**config.mk**
```make
export PLATFORM = sky130hd
export DESIGN_NAME = incr_skip_and_or_literal
export DESIGN_NICKNAME = d
export VERILOG_FILES = /design/src/design/incr_skip_and_or_literal.v /design/src/design/nz_flags.v
export VERILOG_INCLUDE_DIRS = /design/src /design/src/design
export SDC_FILE = /design/constraint.sdc
export NUM_CORES = 1
export LEC_CHECK = 0
export BUFFER_PORTS_ARGS = -buffer_cell sky130_fd_sc_hd__buf_2
export CAP_MARGIN = 20
export CELL_PAD_IN_SITES_DETAIL_PLACEMENT = 0
export CELL_PAD_IN_SITES_GLOBAL_PLACEMENT = 1
export CORE_MARGIN = 8
export CORE_UTILIZATION = 30
export CTS_BUF_LIST = sky130_fd_sc_hd__clkbuf_4 sky130_fd_sc_hd__clkbuf_8
export DETAILED_ROUTE_END_ITERATION = 8
export PLACE_DENSITY_LB_ADDON = 0.3
export SYNTH_ARGS = -nofsm -noshare
export SYNTH_HDL_FRONTEND = slang
export SYNTH_HIERARCHICAL = 1
export SYNTH_SLANG_ARGS = --single-unit
```
**constraint.sdc**
```tcl
create_clock -name mclk_i -period 3.55 [get_ports mclk_i]
set_input_delay 0.1775 -clock mclk_i [delete_from_list [all_inputs] [get_ports mclk_i]]
set_output_delay 0.1775 -clock mclk_i [all_outputs]
set_load 0.03 [all_outputs]
```
**src/design/incr_skip_defs.vh**
```
// Constants for the increment-and-skip / OR-literal execution block.
// Assumes a 16-bit instruction word and 8-bit data path.
`ifndef INCR_SKIP_DEFS_VH
`define INCR_SKIP_DEFS_VH
`define OP_INCSZ_HI 6'h0F
`define OP_INCSNZ_HI 6'h12
`define OP_OR_LIT_HI 8'h09
`define OP6_MSB 15
`define OP6_LSB 10
`define OP8_MSB 15
`define OP8_LSB 8
`define BIT_DEST 9
`define BIT_ACCESS 8
`define LIT_MSB 7
`define LIT_LSB 0
`define ONE_8 8'h01
`define ZERO_8 8'h00
`endif

```
**src/design/incr_skip_and_or_literal.v**
```verilog
// Execution stage for increment_skip_if_zero, increment_skip_if_nonzero and or_literal_into_accumulator.
// Assumes one instruction presented per instruction cycle (instr_valid_i) and a
// file register operand read combinationally via file_rdata_i.
// Behaviour
// - Skip costs one or two no-op cycles
// - OR literal into accumulator only
// - Decode OR by upper byte, literal low
// - OR updates only negative and zero flags
`timescale 1ns/1ns
`default_nettype none
`include "incr_skip_defs.vh"
module incr_skip_and_or_literal (
	input wire mclk_i,
	input wire rst_n_i,
	input wire instr_valid_i,
	input wire [15:0] instr_i,
	input wire next_two_word_i,
	input wire [7:0] file_rdata_i,
	output reg [7:0] file_addr_o,
	output reg access_bank_o,
	output reg [7:0] file_wdata_o,
	output reg file_we_o,
	output reg [7:0] acc_o,
	output reg neg_o,
	output reg zero_o,
	output reg flags_we_o,
	output reg nop_o,
	output reg busy_o
);
	////////////////////////////////////////////////////////////////
	// Sequencer states; a skip walks through one or two flush states.
	localparam [1:0] ST_EXEC = 2'h0;
	localparam [1:0] ST_NOP1 = 2'h1;
	localparam [1:0] ST_NOP2 = 2'h2;

	// Operation classes handled by this block.
	localparam [1:0] OPC_NONE = 2'h0;
	localparam [1:0] OPC_INC_Z = 2'h1;
	localparam [1:0] OPC_INC_NZ = 2'h2;
	localparam [1:0] OPC_OR_LIT = 2'h3;

	reg [1:0] state_q;
	reg [1:0] state_d;
	reg [1:0] op_class;
	wire [5:0] top6;
	wire [7:0] top8;
	wire [7:0] operand;
	wire dest_is_file;
	wire bank_sel;
	wire taken;
	wire [7:0] inc_res;
	wire [7:0] or_res;
	wire or_neg;
	wire or_zero;
	wire inc_is_zero;
	wire do_skip;
	reg [7:0] file_addr_d;
	reg access_bank_d;
	reg [7:0] file_wdata_d;
	reg file_we_d;
	reg [7:0] acc_d;
	reg neg_d;
	reg zero_d;
	reg flags_we_d;
	reg nop_d;
	reg busy_d;

	////////////////////////////////////////////////////////////////
	// Instruction decode.
	assign top6 = instr_i[`OP6_MSB:`OP6_LSB];
	assign top8 = instr_i[`OP8_MSB:`OP8_LSB];
	assign operand = instr_i[`LIT_MSB:`LIT_LSB];
	assign dest_is_file = instr_i[`BIT_DEST];
	assign bank_sel = instr_i[`BIT_ACCESS];
	assign taken = instr_valid_i && (state_q == ST_EXEC);

	// The three opcode spaces do not overlap, so the order of the tests
	// below carries no priority meaning.
	always @* begin
		op_class = OPC_NONE;
		if (top6 == `OP_INCSZ_HI) begin
			op_class = OPC_INC_Z;
		end else if (top6 == `OP_INCSNZ_HI) begin
			op_class = OPC_INC_NZ;
		end else if (top8 == `OP_OR_LIT_HI) begin
			op_class = OPC_OR_LIT;
		end
	end

	////////////////////////////////////////////////////////////////
	// Data path: the increment wraps from all ones to zero by design.
	assign inc_res = file_rdata_i + `ONE_8;
	assign inc_is_zero = (inc_res == `ZERO_8);
	assign or_res = acc_o | operand;
	assign do_skip = ((op_class == OPC_INC_Z) && inc_is_zero) ||
		((op_class == OPC_INC_NZ) && !inc_is_zero);

	nz_flags u_flags (
		.value_i(or_res),
		.neg_o(or_neg),
		.zero_o(or_zero)
	);

	////////////////////////////////////////////////////////////////
	// The skipped word is already fetched, so it is flushed as a no-op; a
	// two-word successor needs a second flush cycle for its operand word.
	always @* begin
		state_d = state_q;
		case (state_q)
			ST_EXEC: begin
				if (taken && do_skip) begin
					if (next_two_word_i) begin
						state_d = ST_NOP2;
					end else begin
						state_d = ST_NOP1;
					end
				end
			end
			ST_NOP2: begin
				state_d = ST_NOP1;
			end
			ST_NOP1: begin
				state_d = ST_EXEC;
			end
			default: begin
				state_d = ST_EXEC;
			end
		endcase
	end

	////////////////////////////////////////////////////////////////
	// Next values of every output; held values stay put unless an accepted
	// instruction of this block writes them.
	always @* begin
		file_addr_d = file_addr_o;
		access_bank_d = access_bank_o;
		file_wdata_d = file_wdata_o;
		file_we_d = 1'h0;
		acc_d = acc_o;
		neg_d = neg_o;
		zero_d = zero_o;
		flags_we_d = 1'h0;
		nop_d = (state_q != ST_EXEC);
		busy_d = (state_d != ST_EXEC);
		if (taken) begin
			case (op_class)
				OPC_INC_Z, OPC_INC_NZ: begin
					// The increment pair leaves the status flags alone.
					if (dest_is_file) begin
						file_addr_d = operand;
						access_bank_d = bank_sel;
						file_wdata_d = inc_res;
						file_we_d = 1'h1;
					end else begin
						acc_d = inc_res;
					end
				end
				OPC_OR_LIT: begin
					acc_d = or_res;
					neg_d = or_neg;
					zero_d = or_zero;
					flags_we_d = 1'h1;
				end
				default: begin
					// Opcodes outside this block are left to the rest of the core.
				end
			endcase
		end
	end

	////////////////////////////////////////////////////////////////
	// Sequencer register.
	always @(posedge mclk_i) begin
		if (!rst_n_i) begin
			state_q <= ST_EXEC;
		end else begin
			state_q <= state_d;
		end
	end

	// File write port; address and data stay valid after the strobe drops.
	always @(posedge mclk_i) begin
		if (!rst_n_i) begin
			file_addr_o <= `ZERO_8;
			access_bank_o <= 1'h0;
			file_wdata_o <= `ZERO_8;
			file_we_o <= 1'h0;
		end else begin
			file_addr_o <= file_addr_d;
			access_bank_o <= access_bank_d;
			file_wdata_o <= file_wdata_d;
			file_we_o <= file_we_d;
		end
	end

	// Working register and status flags.
	always @(posedge mclk_i) begin
		if (!rst_n_i) begin
			acc_o <= `ZERO_8;
			neg_o <= 1'h0;
			zero_o <= 1'h0;
		end else begin
			acc_o <= acc_d;
			neg_o <= neg_d;
			zero_o <= zero_d;
		end
	end

	// Single-cycle strobes and the flush indication.
	always @(posedge mclk_i) begin
		if (!rst_n_i) begin
			flags_we_o <= 1'h0;
			nop_o <= 1'h0;
			busy_o <= 1'h0;
		end else begin
			flags_we_o <= flags_we_d;
			nop_o <= nop_d;
			busy_o <= busy_d;
		end
	end
endmodule
`default_nettype wire

```
**src/design/nz_flags.v**
```verilog
// Negative/zero flag generator for an 8-bit result.
// Pure combinational; the caller registers the outputs.
`timescale 1ns/1ns
`default_nettype none
`include "incr_skip_defs.vh"
module nz_flags (
	input wire [7:0] value_i,
	output wire neg_o,
	output wire zero_o
);
	assign neg_o = value_i[`LIT_MSB];
	assign zero_o = (value_i == `ZERO_8);
endmodule
`default_nettype wire

```
==> results of run 1 <==
[power breakdown]
group	leakage (nW)	total, mW	switching, mW	internal [mW]
sequential	0.266	0.373	0.000996	0.372
combinational	0.576	0.0704	0.0420	0.0284
clock	0.0477	0.294	0.133	0.161
total	0.890	0.738	0.176	0.562
[cell type report]
| type | count | area share |
|---|---|---|
| tap | 70 | 0.0436 |
| inverter | 4 | 0.00747 |
| sequential | 33 | 0.329 |
| clock buffer | 7 | 0.0448 |
| multi-input combinational | 144 | 0.431 |
| timing repair buffer | 58 | 0.144 |
[cells in the mapped netlist]
library cell,count,share of area
nor4b_1,1,0.0055
nand4_1,1,0.0039
nor4b_2,1,0.0094
nor2_2,1,0.0039
and2_1,1,0.0039
or4_1,2,0.0094
mux2_4,2,0.019
ha_1,2,0.016
buf_2,3,0.0094
nor2_1,27,0.063
clkbuf_1,5,0.012
nand3_1,4,0.013
o21ai_0,1,0.0031
nor3_2,1,0.0063
a211oi_1,7,0.033
or2_1,1,0.0039
or3_1,1,0.0039
a211o_2,1,0.0063
a22o_1,2,0.011
o211ai_1,1,0.0047
and4_4,2,0.014
buf_4,3,0.014
a211o_1,6,0.033
o221a_1,1,0.0070
nand2_1,35,0.082
o21a_1,1,0.0047
or2_2,8,0.031
mux2i_1,3,0.019
inv_1,3,0.0070
and2_2,1,0.0047
and3_1,1,0.0039
inv_2,1,0.0023
nor3_1,1,0.0031
a21oi_1,17,0.053
nand4_4,1,0.013
o21ai_2,1,0.0055
xor2_1,5,0.027
dfxtp_1,33,0.41
xnor2_1,1,0.0055
nor3b_1,1,0.0047
mux2_2,1,0.0070
nand3b_1,1,0.0047
[through the flow]
| step | power [mW] | utilization | setup WS (ns) | std cells | hold slack [ns] |
|---|---|---|---|---|---|
| global placement | 0.453 | 0.374 | 1.55 | 309 | 0.437 |
| detailed placement | 0.453 | 0.374 | 1.49 | 309 | 0.434 |
| CTS | 0.750 | 0.391 | 1.59 | 316 | 0.127 |
| global route | 0.770 | 0.391 | 1.40 | 316 | 0.138 |
| finish | 0.738 | 0.391 | 1.64 | 316 | 0.134 |
| floorplan | 0.421 | - | 1.91 | 192 | 0.273 |
[flip-flops by register name, indices dropped and copies added (netlist names)]
| name | cells |
|---|---|
| neg_o | 1 |
| file_wdata_o | 8 |
| file_we_o | 1 |
| busy_o | 1 |
| state_q | 2 |
| nop_o | 1 |
| zero_o | 1 |
| access_bank_o | 1 |
| flags_we_o | 1 |
| acc_o | 8 |
| file_addr_o | 8 |
[critical path: stages, from the launching register on]
cell	delay [ns]
dfxtp_1	0.32
nor2_1	0.21
and2_1	0.24
and3_1	0.72
nor2_1	0.08
a211oi_1	0.23
[per-layer routing]
metal,wire [um],share of wire,up-vias
li1,-,-,767
met1,1910,0.44,654
met2,2040,0.47,35
met3,287,0.067,8
met4,73,0.017,0
met5,0,0,-
[logic make-up after synthesis]
logic type | Yosys count
compound gates | 38
mux | 6
fa+ha+maj | 2
simple gates | 92
buf+inv | 15
xor+xnor | 6
flops | 33
[worst paths after layout]
path / startpoint / endpoint / slack, ns / cells past startpoint
worst max-delay path: state_q[0] / file_wdata_o[5] / 1.64 / 5
worst min-delay path: instr_i[2] / file_addr_o[2] / 0.13 / 3
worst max register to register: state_q[0] / file_wdata_o[5] / 1.64 / 5
worst min register to register: access_bank_o / access_bank_o / 0.45 / 2
[layout by cell type, fill, tap and decap left out, drive strengths merged, types with 2 or more instances in the layout]
cell | synthesis | layout
nand4 | 2 | 2
dfxtp | 33 | 33
clkbuf | 5 | 7
nor3 | 2 | 2
and2 | 2 | 2
or2 | 9 | 9
a211o | 7 | 7
nand2 | 35 | 35
ha | 2 | 2
inv | 4 | 4
a211oi | 7 | 7
nor2 | 28 | 28
and4 | 2 | 2
mux2 | 3 | 3
a22o | 2 | 2
o21ai | 2 | 2
nor4b | 2 | 2
a21oi | 17 | 17
buf | 6 | 58
mux2i | 3 | 3
or4 | 2 | 2
nand3 | 4 | 4
xor2 | 5 | 5
==> flow_metrics.py, run 1 <==
metrics = {
    "setup_path": {
        "arrival_ns": 2.10,
        "critPathCaptureType": "flop",
        "critical_path_class": "reg -> reg",
        "cp_max_fo": 24,
        "start_kind": "flop",
        "required_ns": 3.74,
    },
    "detailed_routing": {
        "wl_per_cell_um": 13.6,
        "vias": 1464,
        "via_per_inst": 4.63,
        "ant_nets": 0,
        "finalWirelength_um": 4310,
        "first_pass_iters": 4,
        "post-route-drc-count": 0,
        "initialDrtViolationCount": 41,
    },
    "finish": {
        "multiInputGateArea_sq_um": 867,
        "seq_area_sq_um": 661,
        "drive_gt1_frac": 0.350,
        "fin_area_sq_um": 2010,
        "diodes": 0,
        "nFillCells": 579,
        "syn2layout_area_growth_pct": 25.7,
        "final_net_count": 276,
    },
    "sta": {
        "hold_viol": 0,
        "setup_tns_ns": 0,
        "tightest_slew_ns": 0.992,
        "slew_viol_final": 0,
        "fin_skew_ns": 0.00358,
        "period_share": 0.538,
        "setup_viol": 0,
        "max-slew-margin-rel": 0.338,
        "fin_crit_ns": 1.91,
        "rsz0062_at_grt": "false",
        "fmax_ghz": 0.523,
    },
    "die": {
        "fp.dieW_um": 89.0,
        "die_area_sq_um": 7920,
        "core_area_sq_um": 5140,
        "start_util": 0.311,
        "num_rows": 26,
        "ios": 59,
        "die_height_um": 89.0,
    },
    "global_routing": {
        "busiest_layer": "met2",
        "grtUsageMet1": 0.127,
        "grt_overflow": 0,
        "gr-usage-met2": 0.180,
        "grt_pass1_vias": 1372,
        "grt_use_total": 0.111,
        "grt_max_degree": 32,
        "antenna_found_initial": 0,
        "grt_use_met3": 0.0414,
        "grt_pass1_wl_um": 6730,
    },
    "logic_synthesis": {
        "yosys.area_share.adder": 0.0156,
        "synth_top_family_by_area": "simple AND/OR/NAND/NOR gates",
        "yosysUniqueCellTypes": 42,
        "syn_nets": 222,
        "synth-xor-area-share": 0.0329,
        "netlist_instances": 192,
        "yosysSeqAreaShare": 0.413,
        "avgSynthCellArea_sq_um": 8.33,
        "yosys.area_share.simple": 0.288,
        "ys_seq_elements": 33,
        "synthesis.area_sq_um": 1600,
        "muxShareOfSynthArea": 0.0446,
        "synth_compound_area_frac": 0.161,
        "synth_warnings": 6,
    },
    "cts": {
        "cts_setup_buffers": 0,
        "clkTransAtPathRegs_ns": 0.07,
        "cts_resized": 0,
        "cts_max_path_buffers": 2,
        "clkLatencyLatePin_ns": 0.29,
        "htree_num_levels": 2,
        "clkSinkCount": 33,
        "root_buffer": "clkbuf_8",
        "cts_made_buffers": 5,
        "ctsHoldBuffers": 0,
        "cts_tree": "built",
    },
    "placed_design": {
        "gp_congestion": 0.676,
        "place_area_sq_um": 1920,
        "hpwlAfterDp_um": 3320,
        "io_buffers": 58,
    },
    "job": {
        "max-cap-violations": 0,
    },
    "pwr": {
        "p_leak_nw": 0.890,
        "p_per_area_nw_per_um2": 367,
        "ir_drop_v": 0.000142,
    },
    "hold_path": {
        "hold_class": "in -> reg",
    },
    "run_status": {
        "status": "finished clean",
    },
}
Note: power is estimated with default switching activity, not from simulation.
==> inputs of run 2 (changes only) <==
==> constraint.sdc (replaced) <==
create_clock -name mclk_i -period 2 [get_ports mclk_i]
set_input_delay 0.1 -clock mclk_i [delete_from_list [all_inputs] [get_ports mclk_i]]
set_output_delay 0.1 -clock mclk_i [all_outputs]
set_load 0.03 [all_outputs]
==> flow_metrics.py, run 2 (synthesis results as in run 1) <==
metrics = {
    "pwr": {
        "p_leak_nw": 0.909,
        "seqPwrFrac": 0.506,
        "power.net_switching_mw": 0.308,
        "internal_power_mw": 1.00,
        "clkPwrFrac": 0.394,
        "ir_drop_v": 0.000440,
        "combPwrFrac": 0.100,
        "p_per_area_nw_per_um2": 640,
        "swShare": 0.235,
    },
    "detailed_routing": {
        "wl_per_cell_um": 13.6,
        "first_pass_iters": 4,
        "vias": 1475,
        "via_per_inst": 4.62,
        "finalWirelength_um": 4340,
        "post-route-drc-count": 0,
        "ant_nets": 0,
        "initialDrtViolationCount": 42,
    },
    "global_routing": {
        "grt_pass1_vias": 1499,
        "grt_use_total": 0.115,
        "grt_overflow": 0,
        "grt_pass1_wl_um": 6980,
        "antenna_found_initial": 0,
        "grt_max_degree": 24,
    },
    "finish": {
        "fin_area_sq_um": 2050,
        "nFillCells": 595,
        "stdcell_count": 319,
        "syn2layout_area_growth_pct": 27.9,
        "seq_area_sq_um": 661,
        "drive_gt1_frac": 0.357,
        "post-route-util": 0.398,
        "final_net_count": 279,
        "top_regs": "acc_o x8, file_addr_o x8, file_wdata_o x8",
        "multiInputGateArea_sq_um": 867,
        "layout_common_cells": "buf_2, nand2_1, dfxtp_1",
        "final_common_cell": "buf_2",
        "diodes": 0,
    },
    "cts": {
        "cts_tree": "built",
        "root_buffer": "clkbuf_8",
        "clkLatencyLatePin_ns": 0.28,
        "htree_num_levels": 2,
        "clkTransAtPathRegs_ns": 0.07,
        "cts_made_buffers": 5,
        "cts_setup_buffers": 0,
        "ctsHoldBuffers": 0,
        "clkSinkCount": 33,
        "cts_max_path_buffers": 2,
        "cts_resized": 0,
    },
    "sta": {
        "fin_crit_ns": 1.58,
        "setup_tns_ns": 0,
        "fmax_ghz": 0.633,
        "tightest_slew_ns": 0.609,
        "period_share": 0.790,
        "max-slew-margin-rel": 0.594,
        "rsz0062_at_grt": "false",
        "hold_viol": 0,
        "setup_viol": 0,
        "fin_skew_ns": 0.00542,
        "slew_viol_final": 0,
    },
    "setup_path": {
        "critical_path_class": "reg -> reg",
        "start_kind": "flop",
        "required_ns": 2.19,
        "r2r-start": "state_q[0]",
        "r2r_end": "file_wdata_o[4]",
        "arrival_ns": 1.77,
        "critPathCaptureType": "flop",
        "reg2reg_slack_ns": 0.42,
        "reg2regPathDepth": 6,
        "cp_max_fo": 23,
    },
    "job": {
        "max-cap-violations": 0,
    },
    "placed_design": {
        "place_area_sq_um": 1960,
        "gp_congestion": 0.823,
        "hpwlAfterDp_um": 3400,
        "io_buffers": 58,
        "dp.cells": 312,
    },
    "die": {
        "ios": 59,
        "die_area_sq_um": 7920,
        "core_area_sq_um": 5140,
        "die_height_um": 89.0,
        "fp.dieW_um": 89.0,
        "start_util": 0.311,
        "num_rows": 26,
    },
    "hold_path": {
        "holdPathEnd": "file_addr_o[0]",
        "whs_path_depth": 3,
        "hold_path.startpoint": "instr_i[0]",
        "hold_class": "in -> reg",
    },
    "run_status": {
        "status": "finished clean",
    },
}
## run 2: cell types whose count changed in the layout (fill, tap and decap cells not counted), sizes merged
cell,change
buf,+3
## run 2: power by group through the flow
stage / Combinational [mW] / Sequential [mW] / Clock (mW)
6_report: 0.131 / 0.662 / 0.516
5_1_grt: 0.145 / 0.662 / 0.565
4_1_cts: 0.133 / 0.662 / 0.533
3_5_place_dp: 0.132 / 0.677 / 0
3_3_place_gp: 0.132 / 0.677 / 0
2_1_floorplan: 0.0636 / 0.684 / 0
## run 2: worst max path at each step
| stage | from | endpoint | slack [ns] |
|---|---|---|---|
| global route | state_q[0] | file_wdata_o[3] | 0.16 |
| floorplan | file_rdata_i[0] | state_q[0] | 0.44 |
| finish | state_q[0] | file_wdata_o[4] | 0.42 |
| CTS | state_q[0] | file_wdata_o[4] | 0.41 |
| detailed placement | file_rdata_i[0] | state_q[0] | 0.19 |
| global placement | file_rdata_i[0] | state_q[0] | 0.21 |
## run 2: layout make-up
class,count,share of cell area
Clock buffer,7,0.0440
Tap cell,70,0.0428
Inverter,4,0.00734
Timing Repair Buffer,61,0.159
Sequential cell,33,0.323
Multi-Input combinational cell,144,0.424
## run 2: critical path, cell delays in order (launching register included)
cell and delay, ns:
dfxtp_1 0.33, nor2_1 0.21, and2_1 0.23, and3_1 0.19, buf_4 0.26, nor2_1 0.06
a211oi_1 0.20
## run 2: per-layer routing
metal | up-vias | global-route usage | share of wire
li1 | 772 | - | -
met1 | 661 | 0.131 | 0.45
met2 | 36 | 0.195 | 0.48
met3 | 6 | 0.0368 | 0.058
met4 | 0 | 0.0408 | 0.013
met5 | - | 0 | 0
## run 2: stage by stage
stage	power, mW	hold slack (ns)	setup slack (ns)
detailed placement	0.809	0.357	0.188
finish	1.31	0.0640	0.421
global placement	0.809	0.356	0.209
CTS	1.33	0.0588	0.408
floorplan	0.747	0.196	0.438
global route	1.37	0.0685	0.163
==> inputs of run 3 (changes only) <==
==> constraint.sdc (replaced) <==
create_clock -name mclk_i -period 1.3 [get_ports mclk_i]
set_input_delay 0.065 -clock mclk_i [delete_from_list [all_inputs] [get_ports mclk_i]]
set_output_delay 0.065 -clock mclk_i [all_outputs]
set_load 0.03 [all_outputs]
==> flow_metrics.py, run 3 (synthesis results as in run 1) <==
metrics = {
    "cts": {
        "clkLatencyLatePin_ns": 0.29,
        "cts_tree": "built",
        "root_buffer": "clkbuf_8",
        "clkSinkCount": 33,
        "htree_num_levels": 2,
        "cts_made_buffers": 5,
        "clkTransAtPathRegs_ns": 0.07,
        "cts_max_path_buffers": 2,
        "ctsHoldBuffers": 0,
    },
    "setup_path": {
        "r2r-start": "acc_o[4]",
        "arrival_ns": 1.65,
        "r2r_end": "zero_o",
        "required_ns": 1.52,
        "reg2reg_slack_ns": -0.13,
        "startpoint": "acc_o[4]",
        "start_kind": "flop",
        "critical_path_class": "reg -> reg",
        "critPathCaptureType": "flop",
        "worst_path_max_delay_cell": "or4_4",
        "reg2regPathDepth": 5,
        "cp_max_fo": 2,
        "max_stage_delay_ns": 0.54,
        "crit_chain": "or2_4 -> or4_4 -> nor2_2 -> mux2i_1 -> nor2_1",
    },
    "detailed_routing": {
        "wl_per_cell_um": 13.7,
        "via_per_inst": 4.61,
        "vias": 1663,
        "finalWirelength_um": 4940,
        "first_pass_iters": 4,
        "post-route-drc-count": 0,
        "initialDrtViolationCount": 70,
        "ant_nets": 0,
    },
    "sta": {
        "setup_viol": 1,
        "rsz0062_at_grt": "true",
        "fin_crit_ns": 1.43,
        "setup_tns_ns": -0.128,
        "period_share": 1.10,
        "slew_viol_final": 0,
        "hold_viol": 0,
        "timing.final.ws_setup_ns": -0.128,
        "max-slew-margin-rel": 0.806,
        "fin_skew_ns": 0.00699,
        "fmax_ghz": 0.701,
        "tightest_slew_ns": 0.289,
    },
    "finish": {
        "final_net_count": 320,
        "seq_area_sq_um": 688,
        "post-route-util": 0.519,
        "diodes": 0,
        "top_regs": "acc_o x8, file_addr_o x8, file_wdata_o x8",
        "nFillCells": 516,
        "syn2layout_area_growth_pct": 66.7,
        "drive_gt1_frac": 0.588,
        "multiInputGateArea_sq_um": 1040,
        "layout_common_cells": "buf_2, buf_4, nand2_1",
        "final_common_cell": "buf_2",
    },
    "placed_design": {
        "gp_congestion": 0.763,
        "io_buffers": 58,
        "hpwlAfterDp_um": 3640,
    },
    "pwr": {
        "p_per_area_nw_per_um2": 806,
        "p_leak_nw": 1.20,
        "ir_drop_v": 0.000603,
        "finalPower_mw": 2.15,
    },
    "global_routing": {
        "grt_max_degree": 20,
        "grt_overflow": 0,
        "grt_use_total": 0.128,
        "grt_pass1_wl_um": 7850,
        "antenna_found_initial": 0,
        "grt_pass1_vias": 1693,
    },
    "hold_path": {
        "holdPathEnd": "file_addr_o[1]",
        "hold_path.startpoint": "instr_i[1]",
        "hold_class": "in -> reg",
        "whs_path_depth": 3,
    },
    "die": {
        "num_rows": 26,
        "fp.dieW_um": 89.0,
        "die_area_sq_um": 7920,
        "die_height_um": 89.0,
        "ios": 59,
        "start_util": 0.311,
        "core_area_sq_um": 5140,
    },
    "run_status": {
        "violations": "negative setup slack",
        "status": "complete, but fails checks",
    },
    "job": {
        "max-cap-violations": 0,
    },
}
run 3: area by class of cell:
type,count,area share
Multi-Input combinational cell,144,0.389
Clock buffer,8,0.0366
Sequential cell,33,0.258
Tap cell,70,0.0328
Timing Repair Buffer,102,0.277
Inverter,4,0.00563
run 3: per-stage QoR:
stage / hold WS, ns / instance area [sq um] / std cells / worst slack, ns
4_1_cts: 0.0113 / 2430 / 355 / -0.112
3_5_place_dp: 0.325 / 2300 / 347 / -0.337
2_1_floorplan: 0.161 / 1700 / 192 / -0.131
5_1_grt: 0.0288 / 2670 / 361 / -0.199
3_3_place_gp: 0.324 / 2300 / 347 / -0.327
6_report: 0.0250 / 2670 / 361 / -0.128
run 3: per-layer routing:
metal / track usage / vias up / share of wire
met3: 0.0414 / 5 / 0.062
met4: 0.0544 / 0 / 0.011
met5: 0 / - / 0
met2: 0.216 / 31 / 0.50
met1: 0.145 / 775 / 0.42
li1: - / 852 / -
run 3: worst max-delay path by stage:
stage	slack, ns	endpoint	cells past startpoint
after floorplan	-0.13	state_q[0]	6
after global placement	-0.33	state_q[0]	8
after detailed placement	-0.34	state_q[0]	7
after CTS	-0.11	zero_o	5
after global routing	-0.20	zero_o	5
final	-0.13	zero_o	5
run 3: critical path, delay by kind of cell (launching register included):
kind,cells,cell delay [ns]
simple gates,4,0.96
flops,1,0.34
mux,1,0.06
run 3: what timing repair did:
item | 4_1_cts | 5_1_grt
setup buffers | 0 | 4
pin swaps | 5 | 15
resized for setup | 8 | 45
endpoints found under the setup margin | 6 | 27
cloned | 0 | 2
run 3: power breakdown:
| group | switching, mW | total, mW | internal, mW | leakage [nW] |
|---|---|---|---|---|
| clock network | 0.375 | 0.849 | 0.474 | 0.0523 |
| registers | 0.00286 | 1.01 | 1.00 | 0.273 |
| logic | 0.142 | 0.294 | 0.151 | 0.874 |
